`config.mk`:
```
export PLATFORM = sky130hd
export DESIGN_NAME = ext_irq_pin
export DESIGN_NICKNAME = d
export VERILOG_FILES = /design/src/irq_pin_pkg.sv /design/src/pin_sync_if.sv /design/src/pin_sync.sv /design/src/ext_irq_pin.sv
export SDC_FILE = /design/constraint.sdc
export NUM_CORES = 1
export LEC_CHECK = 0
export BUFFER_PORTS_ARGS = -buffer_cell sky130_fd_sc_hd__buf_2
export CAP_MARGIN = 20
export CORE_MARGIN = 2
export CORE_UTILIZATION = 35
export CTS_CLUSTER_DIAMETER = 60
export CTS_CLUSTER_SIZE = 20
export DETAILED_ROUTE_END_ITERATION = 7
export PLACE_DENSITY = 0.73
export SETUP_SLACK_MARGIN = 0.1
export SYNTH_ARGS = -nofsm -noshare
export SYNTH_HDL_FRONTEND = slang
export SYNTH_SLANG_ARGS = --single-unit
```
`constraint.sdc`:
```
create_clock -name clock -period 2.1 [get_ports clock]
set_clock_uncertainty 0.05 [all_clocks]
set_input_delay 0.105 -clock clock [delete_from_list [all_inputs] [get_ports clock]]
set_output_delay 0.105 -clock clock [all_outputs]
set_load 0.05 [all_outputs]
```
`src/irq_pin_pkg.sv`:
```
// package: register map, field positions, reset values for the external interrupt pin block
package irq_pin_pkg;
  // byte offsets of the words on the register bus
  localparam logic [3:0] ctrl_status_off = 4'h0;
  localparam logic [3:0] int_status_off  = 4'h4;
  localparam logic [3:0] int_mask_off    = 4'h8;
  // bit positions in the control/status byte
  localparam int mode_bit   = 0;
  localparam int ie_bit     = 1;
  localparam int ack_bit    = 2;
  localparam int flag_bit   = 3;
  localparam int pe_bit     = 4;
  localparam int edg_bit    = 5;
  localparam int pdd_bit    = 6;
  localparam int unused_bit = 7;
  // reset values
  localparam logic [7:0] ctrl_reset = 8'h00;
  localparam logic       mask_reset = 1'b0;
  // axi response codes
  localparam logic [1:0] resp_okay   = 2'b00;
  localparam logic [1:0] resp_slverr = 2'b10;
  // synchroniser depth
  localparam int sync_stages = 2;
endpackage

```
`src/pin_sync_if.sv`:
```
// interface: synchronised pin level and its edge pulses between the synchroniser and the top
`timescale 1ns/1ps
`default_nettype none
interface pin_sync_if;
  logic level;
  logic rise;
  logic fall;
  modport src (output level, output rise, output fall);
  modport dst (input level, input rise, input fall);
endinterface
`default_nettype wire

```
`src/pin_sync.sv`:
```
// pin synchroniser: two flops, then a third for edge detection
`timescale 1ns/1ps
`default_nettype none
module pin_sync (
  input  wire logic clock,
  input  wire logic sys_rst,
  input  wire logic pin_in,
  pin_sync_if.src   sync
);
  import irq_pin_pkg::*;

  logic meta_r;
  logic stable_r;
  logic prev_r;

  // meta_r is read only by stable_r
  always_ff @(posedge clock or posedge sys_rst) begin
    if (sys_rst) begin
      meta_r   <= 1'b0;
      stable_r <= 1'b0;
      prev_r   <= 1'b0;
    end else begin
      meta_r   <= pin_in;
      stable_r <= meta_r;
      prev_r   <= stable_r;
    end
  end

  // one pulse per synchronised transition
  assign sync.level = stable_r;
  assign sync.rise  = stable_r & ~prev_r;
  assign sync.fall  = ~stable_r & prev_r;
endmodule
`default_nettype wire

```
`src/ext_irq_pin.sv`:
```
// top: external interrupt request pin with control/status register over AXI4-Lite
//
// Overview of operation
// - pull disable bit turns internal pull off while pin function enabled
// - polarity bit: 0 falling edge/low level, 1 rising edge/high level
// - enabled pin gets pull-down for rising, pull-up for falling, unless disabled
// - pin enable 0 disables pin function; no request events detected
// - request flag set by qualifying event, read-only to software
// - writing 1 to acknowledge clears flag; 0 no effect; reads as 0
// - level mode: acknowledge cannot clear flag while pin stays asserted
// - interrupt enable 1 raises request to core whenever flag is 1
// - mode bit 0 edges only, 1 edges and sustained levels
`timescale 1ns/1ps
`default_nettype none
module ext_irq_pin (
  input  wire logic        clock,
  input  wire logic        sys_rst,
  input  wire logic        irq_pin_in,
  output logic             pull_up_en,
  output logic             pull_down_en,
  output logic             core_irq_req,
  output logic             irq,
  input  wire logic [3:0]  s_axi_awaddr,
  input  wire logic        s_axi_awvalid,
  output logic             s_axi_awready,
  input  wire logic [31:0] s_axi_wdata,
  input  wire logic [3:0]  s_axi_wstrb,
  input  wire logic        s_axi_wvalid,
  output logic             s_axi_wready,
  output logic [1:0]       s_axi_bresp,
  output logic             s_axi_bvalid,
  input  wire logic        s_axi_bready,
  input  wire logic [3:0]  s_axi_araddr,
  input  wire logic        s_axi_arvalid,
  output logic             s_axi_arready,
  output logic [31:0]      s_axi_rdata,
  output logic [1:0]       s_axi_rresp,
  output logic             s_axi_rvalid,
  input  wire logic        s_axi_rready
);
  import irq_pin_pkg::*;

  // ==========================================================
  // pin synchroniser
  pin_sync_if sync ();

  pin_sync u_sync (
    .clock   (clock),
    .sys_rst (sys_rst),
    .pin_in  (irq_pin_in),
    .sync    (sync)
  );

  // ==========================================================
  // control bits
  logic       pdd_r;
  logic       edg_r;
  logic       pe_r;
  logic       ie_r;
  logic       mode_r;
  logic       flag_r;
  logic       flag_nxt;
  logic       sticky_r;
  logic       mask_r;

  // ==========================================================
  // axi write channel
  logic       aw_held_r;
  logic       w_held_r;
  logic [3:0] awaddr_r;
  logic [7:0] wbyte_r;
  logic       wstrb0_r;
  logic       bvalid_r;
  logic [1:0] bresp_r;
  logic       wr_go;

  assign s_axi_awready = ~aw_held_r & ~bvalid_r;
  assign s_axi_wready  = ~w_held_r & ~bvalid_r;
  assign wr_go         = aw_held_r & w_held_r & ~bvalid_r;
  assign s_axi_bvalid  = bvalid_r;
  assign s_axi_bresp   = bresp_r;

  always_ff @(posedge clock or posedge sys_rst) begin
    if (sys_rst) begin
      aw_held_r <= 1'b0;
      awaddr_r  <= 4'h0;
    end else if (s_axi_awvalid & s_axi_awready) begin
      aw_held_r <= 1'b1;
      awaddr_r  <= s_axi_awaddr;
    end else if (wr_go) begin
      aw_held_r <= 1'b0;
    end
  end

  always_ff @(posedge clock or posedge sys_rst) begin
    if (sys_rst) begin
      w_held_r <= 1'b0;
      wbyte_r  <= 8'h00;
      wstrb0_r <= 1'b0;
    end else if (s_axi_wvalid & s_axi_wready) begin
      w_held_r <= 1'b1;
      wbyte_r  <= s_axi_wdata[7:0];
      wstrb0_r <= s_axi_wstrb[0];
    end else if (wr_go) begin
      w_held_r <= 1'b0;
    end
  end

  always_ff @(posedge clock or posedge sys_rst) begin
    if (sys_rst) begin
      bvalid_r <= 1'b0;
      bresp_r  <= resp_okay;
    end else if (wr_go) begin
      bvalid_r <= 1'b1;
      bresp_r  <= (awaddr_r == ctrl_status_off || awaddr_r == int_status_off ||
                   awaddr_r == int_mask_off) ? resp_okay : resp_slverr;
    end else if (s_axi_bready) begin
      bvalid_r <= 1'b0;
    end
  end

  logic wr_ctrl;
  logic wr_stat;
  logic wr_mask;
  assign wr_ctrl = wr_go & wstrb0_r & (awaddr_r == ctrl_status_off);
  assign wr_stat = wr_go & wstrb0_r & (awaddr_r == int_status_off);
  assign wr_mask = wr_go & wstrb0_r & (awaddr_r == int_mask_off);

  // ==========================================================
  // control register; top bit has no storage
  always_ff @(posedge clock or posedge sys_rst) begin
    if (sys_rst) begin
      pdd_r  <= ctrl_reset[pdd_bit];
      edg_r  <= ctrl_reset[edg_bit];
      pe_r   <= ctrl_reset[pe_bit];
      ie_r   <= ctrl_reset[ie_bit];
      mode_r <= ctrl_reset[mode_bit];
    end else if (wr_ctrl) begin
      pdd_r  <= wbyte_r[pdd_bit];
      edg_r  <= wbyte_r[edg_bit];
      pe_r   <= wbyte_r[pe_bit];
      ie_r   <= wbyte_r[ie_bit];
      mode_r <= wbyte_r[mode_bit];
    end
  end

  // ==========================================================
  // detection
  logic edge_hit;
  logic asserted_lvl;
  logic event_hit;
  logic ack_wr;

  assign edge_hit     = edg_r ? sync.rise : sync.fall;
  assign asserted_lvl = edg_r ? sync.level : ~sync.level;
  // level mode holds the set term high while the pin stays asserted
  assign event_hit    = pe_r & (edge_hit | (mode_r & asserted_lvl));
  assign ack_wr       = wr_ctrl & wbyte_r[ack_bit];

  // set beats acknowledge; level mode keeps it set while asserted
  always_comb begin
    flag_nxt = flag_r;
    if (ack_wr) begin
      flag_nxt = 1'b0;
    end
    if (event_hit) begin
      flag_nxt = 1'b1;
    end
  end

  always_ff @(posedge clock or posedge sys_rst) begin
    if (sys_rst) begin
      flag_r <= 1'b0;
    end else begin
      flag_r <= flag_nxt;
    end
  end

  // ==========================================================
  // pull control and core request
  assign pull_down_en = pe_r & ~pdd_r & edg_r;
  assign pull_up_en   = pe_r & ~pdd_r & ~edg_r;
  assign core_irq_req = ie_r & flag_r;

  // ==========================================================
  // system interrupt: sticky on flag rising, write one to clear
  logic flag_d_r;
  always_ff @(posedge clock or posedge sys_rst) begin
    if (sys_rst) begin
      flag_d_r <= 1'b0;
      sticky_r <= 1'b0;
      mask_r   <= mask_reset;
    end else begin
      flag_d_r <= flag_r;
      if (flag_r & ~flag_d_r) begin
        sticky_r <= 1'b1;
      end else if (wr_stat & wbyte_r[0]) begin
        sticky_r <= 1'b0;
      end
      if (wr_mask) begin
        mask_r <= wbyte_r[0];
      end
    end
  end
  assign irq = sticky_r & mask_r;

  // ==========================================================
  // axi read channel
  logic        rvalid_r;
  logic [31:0] rdata_r;
  logic [1:0]  rresp_r;
  logic [7:0]  ctrl_view;

  assign ctrl_view = {1'b0, pdd_r, edg_r, pe_r, flag_r, 1'b0, ie_r, mode_r};
  assign s_axi_arready = ~rvalid_r;
  assign s_axi_rvalid  = rvalid_r;
  assign s_axi_rdata   = rdata_r;
  assign s_axi_rresp   = rresp_r;

  always_ff @(posedge clock or posedge sys_rst) begin
    if (sys_rst) begin
      rvalid_r <= 1'b0;
      rdata_r  <= 32'h0000_0000;
      rresp_r  <= resp_okay;
    end else if (s_axi_arvalid & s_axi_arready) begin
      rvalid_r <= 1'b1;
      rresp_r  <= resp_okay;
      unique case (s_axi_araddr)
        ctrl_status_off: rdata_r <= {24'h00_0000, ctrl_view};
        int_status_off:  rdata_r <= {24'h00_0000, 7'h00, sticky_r};
        int_mask_off:    rdata_r <= {24'h00_0000, 7'h00, mask_r};
        default: begin
          rdata_r <= 32'h0000_0000;
          rresp_r <= resp_slverr;
        end
      endcase
    end else if (s_axi_rready) begin
      rvalid_r <= 1'b0;
    end
  end
endmodule
`default_nettype wire

```
==> impl_metrics.csv <==
group,metric,value,unit
worst_setup_path,worst-path-buf-inv,0,
clock_tree,clkTransAtPathRegs,70,ps
worst_setup_path,endpoint_kind,"register",
timing,fmax,591.9,MHz
timing,layout_min_cycle_time,1689,ps
yosys,synth_most_common_cell,"dfrtp_1",
pwr,vdd_ir_drop_max,0.3617,mV
grt,antenna_found_initial,0,
pwr,p_leak,1.030,nW
pwr,power.total,2.643,mW
worst_setup_path,crit_family,"simple AND/OR/NAND/NOR gates",
yosys,synthCells,137,
timing,hold-worst-slack,4.585,ps
clock_tree,cts-root-buf,"clkbuf_8",
cells_and_area,syn2layout_area_growth,23.33,%
yosys,synthArstFlopShare,100.0,%
floorplanning,design.core.area,4661,um2
clock_tree,clockBufferDepth,2,
drt,wl,2698,um
timing,period_share,80.45,%
place,dp_slack,407.0,ps
clock_tree,cts_made_buffers,5,
yosys,syn_area_per_cell,12.14,um2
timing,rsz0062_at_grt,"no",
place,place_area,1823,um2
place,place_hpwl,2030,um
cells_and_area,num_antenna_cells,0,
yosys,ys_top_cells_by_count,"dfrtp_1, buf_4, mux2_2, inv_1, o21ai_0",
worst_setup_path,arrival,1820,ps
floorplanning,dieArea,5318,um2
drt,initialDrtViolationCount,37,
cells_and_area,drive_gt1_share,35.05,%
timing,fin_setup_tns,0,ps
run,max_cap_violations,0,
place,portBuffers,39,
drt,ant_nets,0,
clock_tree,clock_sinks,35,
drt,dr_total_vias,1091,
worst_setup_path,cpPeakStageDelay,440,ps
timing,setup_slack,410.6,ps
drt,drc,0,
cells_and_area,instances_no_fill,248,
cells_and_area,nets,245,
drt,drtPass1Iterations,4,
clock_tree,htreeDepth,2,
timing,finalSetupViolations,0,
yosys,ys_seq_area_share,52.67,%
status,outcome,"finished clean",
floorplanning,fp.dieH,72.93,um
yosys,synth_area,1663,um2
cells_and_area,fin_util,44.00,%
worst_setup_path,critPathMaxFanout,5,
yosys,ys_types,35,
cells_and_area,multi_input_area,643.1,um2
grt,globalRouteTotalUtil,10.95,%
place,place.gp.congestion,0.7471,
floorplanning,start_util,35.68,%
cells_and_area,stdcell_area,2051,um2
worst_setup_path,start_kind,"register",
clock_tree,cts_resized,0,
grt,overflow,0,
floorplanning,num_rows,25,
yosys,yosysWarningCount,0,
yosys,synth_flop_cell,"dfrtp_1",
worst_setup_path,worstPathRequired,2230,ps
drt,wl_per_cell,10.88,um
place,place_inst,229,
yosys,synth_area_leaders,"dfrtp_1, buf_4, mux2_2",
pwr,p_per_area,1289,nW/um2
timing,maxSlewViolCount,0,
drt,post_drt_via_cell_ratio,4.399,
clock_tree,clock_latency,290,ps
grt,grt_pass1_wl,4340,um
hold_path,hold_class,"in2reg",
grt,grt_pass1_vias,988,
worst_setup_path,crit_slowest_cell,"or3b_4",
cells_and_area,seqCellArea,875.8,um2
cells_and_area,final.fill_count,437,
grt,grt_max_degree,36,
yosys,synth_seq_cells,35,
yosys,synth_top_area_cell,"dfrtp_1",
floorplanning,die_x,72.93,um
worst_setup_path,path_cells,"or3b_4 > nor4_4 > mux2_2",
timing,finalHoldViolCount,0,
worst_setup_path,worst-setup-path-type,"reg2reg",
clock_tree,tritoncts,"built",
yosys,synth_top_area_share,52.67,%
yosys,synth_edf_count,0,
floorplanning,io_pins,97,
clock_tree,post-cts-setup-buffers,0,
cell families after synthesis:
logic type / share of synthesized area (%)
other: 0.2255
buffers and inverters: 14.75
multiplexers: 10.84
XOR/XNOR: 1.054
AO/OA/AOI/OAI: 8.804
flip-flops: 52.67
AND/OR/NAND/NOR: 11.66
cell usage in the layout (no fill, tap or decap), types with 2 or more instances in the layout:
| master | n |
|---|---|
| a22o_1 | 5 |
| and2_1 | 2 |
| buf_2 | 39 |
| buf_4 | 2 |
| clkbuf_8 | 6 |
| conb_1 | 28 |
| dfrtp_1 | 35 |
| dlygate4sd3_1 | 11 |
| inv_1 | 7 |
| mux2_2 | 16 |
| nand2_1 | 3 |
| nand3b_1 | 2 |
| nor2_1 | 3 |
| nor2b_1 | 4 |
| o21a_1 | 2 |
| o21ai_0 | 7 |
metal layers:
layer / vias up / global-route usage (%) / routed length [um]
met2: 42 / 16.57 / 1252
met1: 515 / 13.31 / 1206
met4: 0 / 5.556 / 58
met5: - / 0 / 0
met3: 6 / 4.696 / 180
li1: 528 / - / -
worst paths after layout:
check                                   startpoint                     endpoint  slack [ps]  cells past startpoint
hold / removal                      s_axi_wdata[2]       wbyte_r[2]$_DFFE_PP0P_           5                      2
max in group asynchronous                  sys_rst         w_held_r$_DFFE_PP0P_        1310                      4
setup reg to reg           awaddr_r[0]$_DFFE_PP0P_            pdd_r$_DFFE_PP0P_         410                      3
hold reg to reg            u_sync.meta_r$_DFF_PP0_  u_sync.sync.level$_DFF_PP0_         300                      0
min in group asynchronous                  sys_rst      u_sync.meta_r$_DFF_PP0_         390                      4
setup / recovery           awaddr_r[0]$_DFFE_PP0P_            pdd_r$_DFFE_PP0P_         410                      3
flip-flops by register name, indices dropped and copies added, names as in the netlist:
signal and cells:
flag_d_r 1, s_axi_rresp 1, s_axi_rdata 6, wstrb0_r 1
s_axi_rvalid 1, u_sync.sync.level 1, sticky_r 1, w_held_r 1
wbyte_r 6, ie_r 1, pe_r 1, u_sync.meta_r 1
s_axi_bvalid 1, aw_held_r 1, flag_r 1, pdd_r 1
s_axi_bresp 1, edg_r 1, mask_r 1, u_sync.prev_r 1
awaddr_r 4, mode_r 1
area by class of cell:
| cell class | count | share of cell area [%] |
|---|---|---|
| clock inverters | 2 | 1.708 |
| inverters | 7 | 1.281 |
| multi-input cells | 92 | 31.36 |
| repair buffers | 52 | 15.62 |
| clock buffers | 6 | 4.027 |
| well taps | 54 | 3.295 |
| flip-flops and latches | 35 | 42.71 |
worst register-to-register path, delay by kind of cell (launching register included):
family        cells  cell delay, ps
mux               1             380
flops             1             410
simple gates      2             740
repair_timing:
action / in CTS / in global routing
endpoints found under the setup margin: 0 / 0
hold buffers: 11 / 0
endpoints found under the hold margin: 45 / 0
report_power, final:
part | total, mW | internal [mW] | switching (mW)
clock network | 0.618 | 0.384 | 0.234
registers | 1.10 | 0.894 | 0.211
logic | 0.921 | 0.344 | 0.577
(Power assumes the default switching activity.)
